===== config.mk =====
export PLATFORM = sky130hd
export DESIGN_NAME = cise_core
export DESIGN_NICKNAME = d
export VERILOG_FILES = /design/src/inc/cise_pkg.sv /design/src/cise_rotator.sv /design/src/cise_core.sv
export VERILOG_INCLUDE_DIRS = /design/src /design/src/inc
export SDC_FILE = /design/constraint.sdc
export NUM_CORES = 2
export LEC_CHECK = 0
export ABC_CLOCK_PERIOD_IN_PS = 24800
export BUFFER_PORTS_ARGS = -buffer_cell sky130_fd_sc_hd__buf_4
export CORE_ASPECT_RATIO = 2
export CORE_MARGIN = 4
export CORE_UTILIZATION = 50
export CTS_CLUSTER_SIZE = 12
export DETAILED_ROUTE_END_ITERATION = 10
export HOLD_SLACK_MARGIN = 0.05
export PLACE_DENSITY = 0.66
export SLEW_MARGIN = 20
export SYNTH_ARGS = -nofsm -noshare
export SYNTH_HDL_FRONTEND = slang
export SYNTH_SLANG_ARGS = --single-unit

===== constraint.sdc =====
create_clock -name core_clk_i -period 24.8 [get_ports core_clk_i]
set_input_delay 4.96 -clock core_clk_i [delete_from_list [all_inputs] [get_ports core_clk_i]]
set_output_delay 4.96 -clock core_clk_i [all_outputs]
set_load 0.01 [all_outputs]

===== src/inc/cise_map.svh =====
// Offsets, field positions, reset values and timing counts of the instruction subset executor.
`ifndef CISE_MAP_SVH
`define CISE_MAP_SVH

// ****************************************
// Register offsets
// ****************************************
`define CISE_CTRL_OFF      12'h000
`define CISE_STATUS_OFF    12'h004
`define CISE_ACC_OFF       12'h008
`define CISE_FILE_ADDR_OFF 12'h00C
`define CISE_FILE_DATA_OFF 12'h010
`define CISE_PC_OFF        12'h014
`define CISE_STACK_OFF     12'h018
`define CISE_WDT_OFF       12'h01C

// ****************************************
// Field positions
// ****************************************
`define CISE_CTRL_OP_LSB   0
`define CISE_CTRL_DEST_BIT 4
`define CISE_CTRL_WAKE_BIT 5
`define CISE_CTRL_LIT_LSB  8
`define CISE_CTRL_FA_LSB   16
`define CISE_ST_C    0
`define CISE_ST_DC   1
`define CISE_ST_Z    2
`define CISE_ST_PD   3
`define CISE_ST_TO   4
`define CISE_ST_BUSY 5
`define CISE_ST_SLP  6

// ****************************************
// Reset values, timing and storage depths
// ****************************************
`define CISE_STATUS_RST 5'h18
`define CISE_RET_CYCLES 2
`define CISE_FILE_DEPTH 128
`define CISE_STACK_DEPTH 16

`endif


===== src/inc/cise_pkg.sv =====
// Types shared by the instruction subset executor.
package cise_pkg;
	typedef enum logic [2:0] {
		CISE_OP_NONE   = 3'h0,
		CISE_OP_RETURN = 3'h1,
		CISE_OP_RRC    = 3'h2,
		CISE_OP_RLC    = 3'h3,
		CISE_OP_SLEEP  = 3'h4,
		CISE_OP_LSUB   = 3'h5
	} cise_op_e;

	typedef enum logic [3:0] {
		CISE_ST_IDLE = 4'b0001,
		CISE_ST_RET2 = 4'b0010,
		CISE_ST_SLP  = 4'b0100,
		CISE_ST_DONE = 4'b1000
	} cise_state_e;

	// Field order matches the status word, so the status reset value casts straight in.
	typedef struct packed {
		logic       to_n;
		logic       pd_n;
		logic       z;
		logic       dc;
		logic       c;
	} cise_flags_s;

	typedef struct packed {
		logic [7:0] result;
		logic       carry;
	} cise_rot_s;
endpackage : cise_pkg


===== src/cise_rotator.sv =====
// Nine-bit rotate through carry, either direction.
`timescale 1ns/1ps
module cise_rotator (
	input  wire logic             left_i,
	input  wire logic [7:0]       data_i,
	input  wire logic             carry_i,
	output cise_pkg::cise_rot_s   rot_o
);
	import cise_pkg::*;

	always_comb begin
		if (left_i) begin
			rot_o = '{result: {data_i[6:0], carry_i}, carry: data_i[7]};
		end else begin
			rot_o = '{result: {carry_i, data_i[7:1]}, carry: data_i[0]};
		end
	end
endmodule : cise_rotator


===== src/cise_core.sv =====
// APB-controlled executor for return, rotates, sleep and literal subtract.
//
// Local design decisions: register access over APB and the placing of the registers.
`timescale 1ns/1ps
`include "cise_map.svh"

// Behaviour
// - return pops stack into program counter, no flags
// - return takes two instruction cycles
// - rotate right moves carry into bit seven
// - destination bit picks accumulator or file register
// - rotate left is one cycle, carry only
// - sleep clears power-down flag, sets timeout flag
// - sleep zeroes watchdog counter and prescaler
// - sleep halts execution until wake
// - literal minus accumulator into accumulator
// - carry and half carry mean no borrow
module cise_core #(
	parameter int FILE_DEPTH  = `CISE_FILE_DEPTH,
	parameter int STACK_DEPTH = `CISE_STACK_DEPTH
) (
	input  wire logic        core_clk_i,
	input  wire logic        sys_rst_i,
	input  wire logic        psel_i,
	input  wire logic        penable_i,
	input  wire logic        pwrite_i,
	input  wire logic [11:0] paddr_i,
	input  wire logic [31:0] pwdata_i,
	output logic      [31:0] prdata_o,
	output logic             pready_o,
	output logic             pslverr_o,
	output logic             sleeping_o
);
	import cise_pkg::*;

	localparam int SP_W = $clog2(STACK_DEPTH);

	// ****************************************
	// State
	// ****************************************
	cise_state_e       state;
	cise_state_e       next_state;
	cise_flags_s       flags;
	cise_flags_s       next_flags;
	logic [7:0]        acc;
	logic [7:0]        next_acc;
	logic [12:0]       pc;
	logic [12:0]       next_pc;
	logic [SP_W-1:0]   sp;
	logic [SP_W-1:0]   next_sp;
	logic [12:0]       stack [STACK_DEPTH];
	logic [7:0]        file_q [FILE_DEPTH];
	logic [7:0]        wdt_cnt;
	logic [7:0]        next_wdt_cnt;
	logic [7:0]        wdt_pre;
	logic [7:0]        next_wdt_pre;
	logic [6:0]        file_addr;
	logic [6:0]        next_file_addr;
	logic              file_we;
	logic [6:0]        file_wa;
	logic [7:0]        file_wd;
	logic              stack_we;
	logic [12:0]       stack_wd;
	logic [31:0]       next_prdata;
	logic              next_slverr;

	logic              wr_acc;
	logic              rd_acc;
	cise_op_e          op;
	logic              dest;
	logic [7:0]        lit;
	logic [6:0]        fa;
	cise_rot_s         rot;
	logic [8:0]        diff;
	logic [4:0]        ndiff;
	logic              wdt_tick;

	assign wr_acc = psel_i && penable_i && pwrite_i;
	assign rd_acc = psel_i && penable_i && !pwrite_i;
	assign op     = cise_op_e'(pwdata_i[`CISE_CTRL_OP_LSB +: 3]);
	assign dest   = pwdata_i[`CISE_CTRL_DEST_BIT];
	assign lit    = pwdata_i[`CISE_CTRL_LIT_LSB +: 8];
	assign fa     = pwdata_i[`CISE_CTRL_FA_LSB +: 7];
	assign diff   = {1'b0, lit} - {1'b0, acc};
	assign ndiff  = {1'b0, lit[3:0]} - {1'b0, acc[3:0]};
	// The prescaler is the divider; its wrap is the one-cycle tick that advances the counter.
	assign wdt_tick = (wdt_pre == 8'hFF);

	// ****************************************
	// Rotator
	// ****************************************
	cise_rotator u_cise_rotator (
		.left_i  (op == CISE_OP_RLC),
		.data_i  (file_q[fa]),
		.carry_i (flags.c),
		.rot_o   (rot)
	);

	// A write to the control register issues one instruction; the busy cycle of a return
	// or a sleeping core stretches the APB answer, so software never overlaps instructions.
	assign pready_o   = !(wr_acc && (paddr_i == `CISE_CTRL_OFF) && (state != CISE_ST_IDLE)
		&& !(state == CISE_ST_SLP && pwdata_i[`CISE_CTRL_WAKE_BIT]));
	assign sleeping_o = (state == CISE_ST_SLP);

	// ****************************************
	// Execution
	// ****************************************
	always_comb begin
		next_state     = state;
		next_flags     = flags;
		next_acc       = acc;
		next_pc        = pc;
		next_sp        = sp;
		next_wdt_cnt   = wdt_cnt + {7'h00, wdt_tick};
		next_wdt_pre   = wdt_pre + 8'h01;
		next_file_addr = file_addr;
		file_we        = 1'b0;
		file_wa        = file_addr;
		file_wd        = pwdata_i[7:0];
		stack_we       = 1'b0;
		stack_wd       = pwdata_i[12:0];
		case (state)
			CISE_ST_IDLE: begin
				if (wr_acc && paddr_i == `CISE_CTRL_OFF) begin
					next_pc = pc + 13'h0001;
					case (op)
						CISE_OP_RETURN: begin
							next_sp    = sp - 1'b1;
							next_pc    = stack[sp - 1'b1];
							next_state = CISE_ST_RET2;
						end
						CISE_OP_RRC, CISE_OP_RLC: begin
							next_flags.c = rot.carry;
							if (dest) begin
								file_we = 1'b1;
								file_wa = fa;
								file_wd = rot.result;
							end else begin
								next_acc = rot.result;
							end
						end
						CISE_OP_SLEEP: begin
							next_flags.pd_n = 1'b0;
							next_flags.to_n = 1'b1;
							next_wdt_cnt    = 8'h00;
							next_wdt_pre    = 8'h00;
							next_state      = CISE_ST_SLP;
						end
						CISE_OP_LSUB: begin
							next_acc      = diff[7:0];
							next_flags.c  = !diff[8];
							next_flags.dc = !ndiff[4];
							next_flags.z  = (diff[7:0] == 8'h00);
						end
						default: begin
							next_pc = pc;
						end
					endcase
				end else if (wr_acc) begin
					case (paddr_i)
						`CISE_ACC_OFF:       next_acc = pwdata_i[7:0];
						`CISE_FILE_ADDR_OFF: next_file_addr = pwdata_i[6:0];
						`CISE_FILE_DATA_OFF: file_we = 1'b1;
						`CISE_PC_OFF:        next_pc = pwdata_i[12:0];
						`CISE_STACK_OFF: begin
							stack_we = 1'b1;
							next_sp  = sp + 1'b1;
						end
						`CISE_STATUS_OFF: begin
							next_flags.c  = pwdata_i[`CISE_ST_C];
							next_flags.dc = pwdata_i[`CISE_ST_DC];
							next_flags.z  = pwdata_i[`CISE_ST_Z];
						end
						default: begin
						end
					endcase
				end
			end
			CISE_ST_RET2: begin
				next_state = CISE_ST_IDLE;
			end
			CISE_ST_SLP: begin
				// The oscillator is modelled as stopped: nothing advances but the wake request.
				next_wdt_cnt = wdt_cnt;
				next_wdt_pre = wdt_pre;
				if (wr_acc && paddr_i == `CISE_CTRL_OFF && pwdata_i[`CISE_CTRL_WAKE_BIT]) begin
					next_state = CISE_ST_IDLE;
				end
			end
			default: begin
				next_state = CISE_ST_IDLE;
			end
		endcase
	end

	always_ff @(posedge core_clk_i) begin
		if (sys_rst_i) begin
			state     <= CISE_ST_IDLE;
			flags     <= cise_flags_s'(`CISE_STATUS_RST);
			acc       <= 8'h00;
			pc        <= 13'h0000;
			sp        <= '0;
			wdt_cnt   <= 8'h00;
			wdt_pre   <= 8'h00;
			file_addr <= 7'h00;
		end else begin
			state     <= next_state;
			flags     <= next_flags;
			acc       <= next_acc;
			pc        <= next_pc;
			sp        <= next_sp;
			wdt_cnt   <= next_wdt_cnt;
			wdt_pre   <= next_wdt_pre;
			file_addr <= next_file_addr;
		end
	end

	// Storage holds no reset; software initialises it before use.
	always_ff @(posedge core_clk_i) begin
		if (file_we) begin
			file_q[file_wa] <= file_wd;
		end
		if (stack_we) begin
			stack[sp] <= stack_wd;
		end
	end

	// ****************************************
	// Read path
	// ****************************************
	always_comb begin
		next_prdata = 32'h0000_0000;
		next_slverr = 1'b0;
		case (paddr_i)
			`CISE_CTRL_OFF:      next_prdata = 32'h0000_0000;
			`CISE_STATUS_OFF:    next_prdata = {25'h0, sleeping_o, state != CISE_ST_IDLE,
				flags.to_n, flags.pd_n, flags.z, flags.dc, flags.c};
			`CISE_ACC_OFF:       next_prdata = {24'h0, acc};
			`CISE_FILE_ADDR_OFF: next_prdata = {25'h0, file_addr};
			`CISE_FILE_DATA_OFF: next_prdata = {24'h0, file_q[file_addr]};
			`CISE_PC_OFF:        next_prdata = {19'h0, pc};
			`CISE_STACK_OFF:     next_prdata = {19'h0, stack[sp - 1'b1]};
			`CISE_WDT_OFF:       next_prdata = {16'h0, wdt_pre, wdt_cnt};
			default:             next_slverr = 1'b1;
		endcase
	end

	always_ff @(posedge core_clk_i) begin
		if (sys_rst_i) begin
			prdata_o  <= 32'h0000_0000;
			pslverr_o <= 1'b0;
		end else if (psel_i && !penable_i) begin
			prdata_o  <= next_prdata;
			pslverr_o <= next_slverr;
		end
	end
endmodule : cise_core


==> flow_summary.yaml <==
critical_path:
  cp_slowest_cell: "nor3_2"
  worstSetupPathType: "input port to output port"
  path_cells: "buf_4 > or4_4 > or3_1 > nor3_2 > nand2_1 > buf_4"
  r2r_slack_ns: 19.44
  rr_worst_depth: 8
  endpoint_kind: "output port"
  crit_fanout: 8
  crit_required_ns: 19.84
  arrival_ns: 7.10
  max_stage_delay_ns: 0.65
  start_kind: "input port"
  cp_common_cell: "buf_4"
  reg2reg_to: "prdata_o[2]"
power_and_ir_drop:
  p_leak_nw: 20.0
  vdd_drop_max_mv: 0.0582
  powerDensity_nw_per_um2: 64.8
finish:
  mostFrequentLayoutCells: "1232 x edfxtp_1, 576 x mux4_2, 240 x nor2_1, 125 x nand2_1, 121 x clkbuf_16"
  finalNonFillerCells: 4903
  area_growth_pct: 7.97
  layout.cells.most_common: "edfxtp_1"
  nets: 3374
  seq_area_um2: 38600
  nFillCells: 9231
  multi_input_area_um2: 21300
  drive_gt1_share_pct: 27.5
sta:
  hold_viol_final: 0
  setup_tns_ns: 0
  slew_headroom_pct: 21.8
  min_period_ns: 12.07
  period_share_pct: 48.6
  setup_viol: 0
  fmax_mhz: 82.9
  hold_slack_ns: 0.453
  skew_ns: 0.0253
  maxSlewViolCount: 0
  rsz0062_at_grt: "false"
  worst_slew_pin_slew_ns: 1.17
clock_tree:
  cts_root_buffer: "clkbuf_16"
  postCtsSetupBuffers: 0
  hold_buffers: 0
  cts.reportedPaths.clkPinSlew_ns: 0.07
  cts_buffer_depth: 3
  cts_tree: "built"
  cts.sinks: 1311
  htreeDepth: 3
  post_cts_resize_count: 0
  numCtsBuffers: 121
  clk_latency_ns: 0.75
synthesis:
  synthAdderAreaFrac_pct: 0.379
  syn_area_um2: 61400
  synth_top_family_by_area: "multiplexers"
  synth-xor-area-share_pct: 0.471
  synth_edf_count: 1232
  syn_avg_cell_area_um2: 18.6
  synth-seq-cells: 1311
  synth_compound_area_share_pct: 3.71
  syn_inst: 3303
  synthSimpleGateAreaFrac_pct: 4.11
  synth_mux_area_share_pct: 25.6
  ys_seq_area_share_pct: 62.9
  yosys_warnings: 0
  ys.flop_type: "edfxtp_1"
  synthArstFlopShare_pct: 0
  ys_types: 93
global_route:
  grt_pass1_wl_um: 265000
  grt_start_max_net_pins: 132
  antenna_found_initial: 7
  grt.overflow.total: 0
  grt_pass1_vias: 36264
  gr-usage-all-layers_pct: 28.9
floorplanning:
  die_y_um: 503
  core_area_um2: 122000
  num_rows: 181
  start_util_pct: 50.4
  fp.dieArea_um2: 129000
  die_w_um: 256
  ios: 84
outcome:
  status: "complete, no violations"
worst_hold_path:
  worstHoldPathCells: 2
  min-delay-start: "flags[3]"
  min_path_type: "register to register"
  hold_end: "flags[3]"
routing:
  via_per_inst: 6.96
  routed_wl_um: 186000
  first_pass_iters: 7
  vias: 34133
  final_antenna_net_count: 0
  avgRoutedWirePerCell_um: 38.0
  first_iter_violations: 3706
  drc: 0
placement:
  gp_congestion: 0.946
  io_buffers: 58
  dp.cells: 4738
  hpwl_um: 129000
run:
  cap_violations: 0
==> flip-flops by register name (all words and copies together) (netlist names), named ones only <==
name and count:
pslverr_o 1, file_addr 7, wdt_cnt 8, stack 208, state 3, acc 8, pc 13, wdt_pre 8
flags 4, file_q 1024, prdata_o 16, sp 4
==> cells in the mapped netlist, types with 8 or more instances <==
master	instances	area [um^2]
a211oi_1	14	105
a21boi_0	8	60.1
a21oi_1	66	330
a22oi_1	54	405
a311oi_1	10	87.6
a32oi_1	9	78.8
and3_1	9	56.3
buf_1	22	82.6
buf_12	9	180
buf_2	80	400
buf_4	34	255
buf_6	13	146
buf_8	8	120
clkbuf_1	82	308
clkbuf_8	10	138
dfxtp_1	79	1580
edfxtp_1	1232	37000
ha_1	17	213
inv_1	32	120
mux2_2	14	158
mux2i_1	107	1070
mux4_1	46	1210
mux4_2	576	13000
mux4_4	12	300
nand2_1	125	469
nand2b_1	10	62.6
nand3_1	40	200
nand3b_1	9	67.6
nand4_1	8	50.1
nor2_1	247	927
nor2b_1	11	68.8
nor3_1	27	135
o211ai_1	11	82.6
o21ai_0	41	205
o21ai_1	10	50.1
o22ai_1	60	375
or2_1	9	56.3
or3_1	8	50.1
xnor2_1	14	123
xor2_1	19	166
==> power by group <==
group / total (mW) / switching (mW) / internal (mW)
sequential: 2.42 / 0.000989 / 2.42
clock: 1.67 / 0.791 / 0.878
combinational: 0.210 / 0.143 / 0.0667
total: 4.30 / 0.935 / 3.36
==> stage by stage <==
stage          total power, mW  cell area, um^2  util, %  worst slack (ns)
6_report                  4.30            66300     54.4             12.74
5_1_grt                   4.40            66300     54.4             12.65
4_1_cts                   4.32            66200     54.3             12.74
3_5_place_dp              2.67            63000     51.7             12.75
3_3_place_gp              2.66            62900     51.6             12.75
2_1_floorplan             2.60            61400        -             11.84
==> final cells by class <==
cell class                      count  area share (%)
Sequential cell                  1311            58.2
Multi-Input combinational cell   1714            32.2
Clock buffer                      149            4.75
Tap cell                         1555            2.94
Timing Repair Buffer              124            1.54
Inverter                           35           0.198
Clock inverter                      9           0.157
Antenna cell                        6          0.0227
==> layer usage <==
| metal | vias to the layer above | track usage, % | routed length (um) |
|---|---|---|---|
| li1 | 13821 | - | - |
| met1 | 17852 | 29.0 | 55700 |
| met2 | 1853 | 52.1 | 98800 |
| met3 | 605 | 5.40 | 12900 |
| met4 | 2 | 23.5 | 18800 |
| met5 | - | 0 | 14 |
==> worst max path at each step <==
stage | start | to | slack [ns]
6_report | paddr_i[9] | pready_o | 12.74
5_1_grt | paddr_i[9] | pready_o | 12.65
4_1_cts | paddr_i[9] | pready_o | 12.74
3_5_place_dp | paddr_i[9] | pready_o | 12.75
3_3_place_gp | paddr_i[9] | pready_o | 12.75
2_1_floorplan | pwdata_i[16] | file_q[0][3] | 11.84
==> kinds of logic after synthesis <==
group                      after synthesis
buffers and inverters                  293
adders and majority gates               18
AOI/OAI and AO/OA                      341
xor gates and xnor gates                33
other                                    1
DFF                                   1311
and+or+nand+nor                        551
muxes                                  755
==> critical path, delay by kind of cell <==
family / cells / cell delay (ns)
buf+inv: 2 / 0.30
simple gates: 4 / 1.85
No activity file was read; power rests on OpenSTA's default activity.
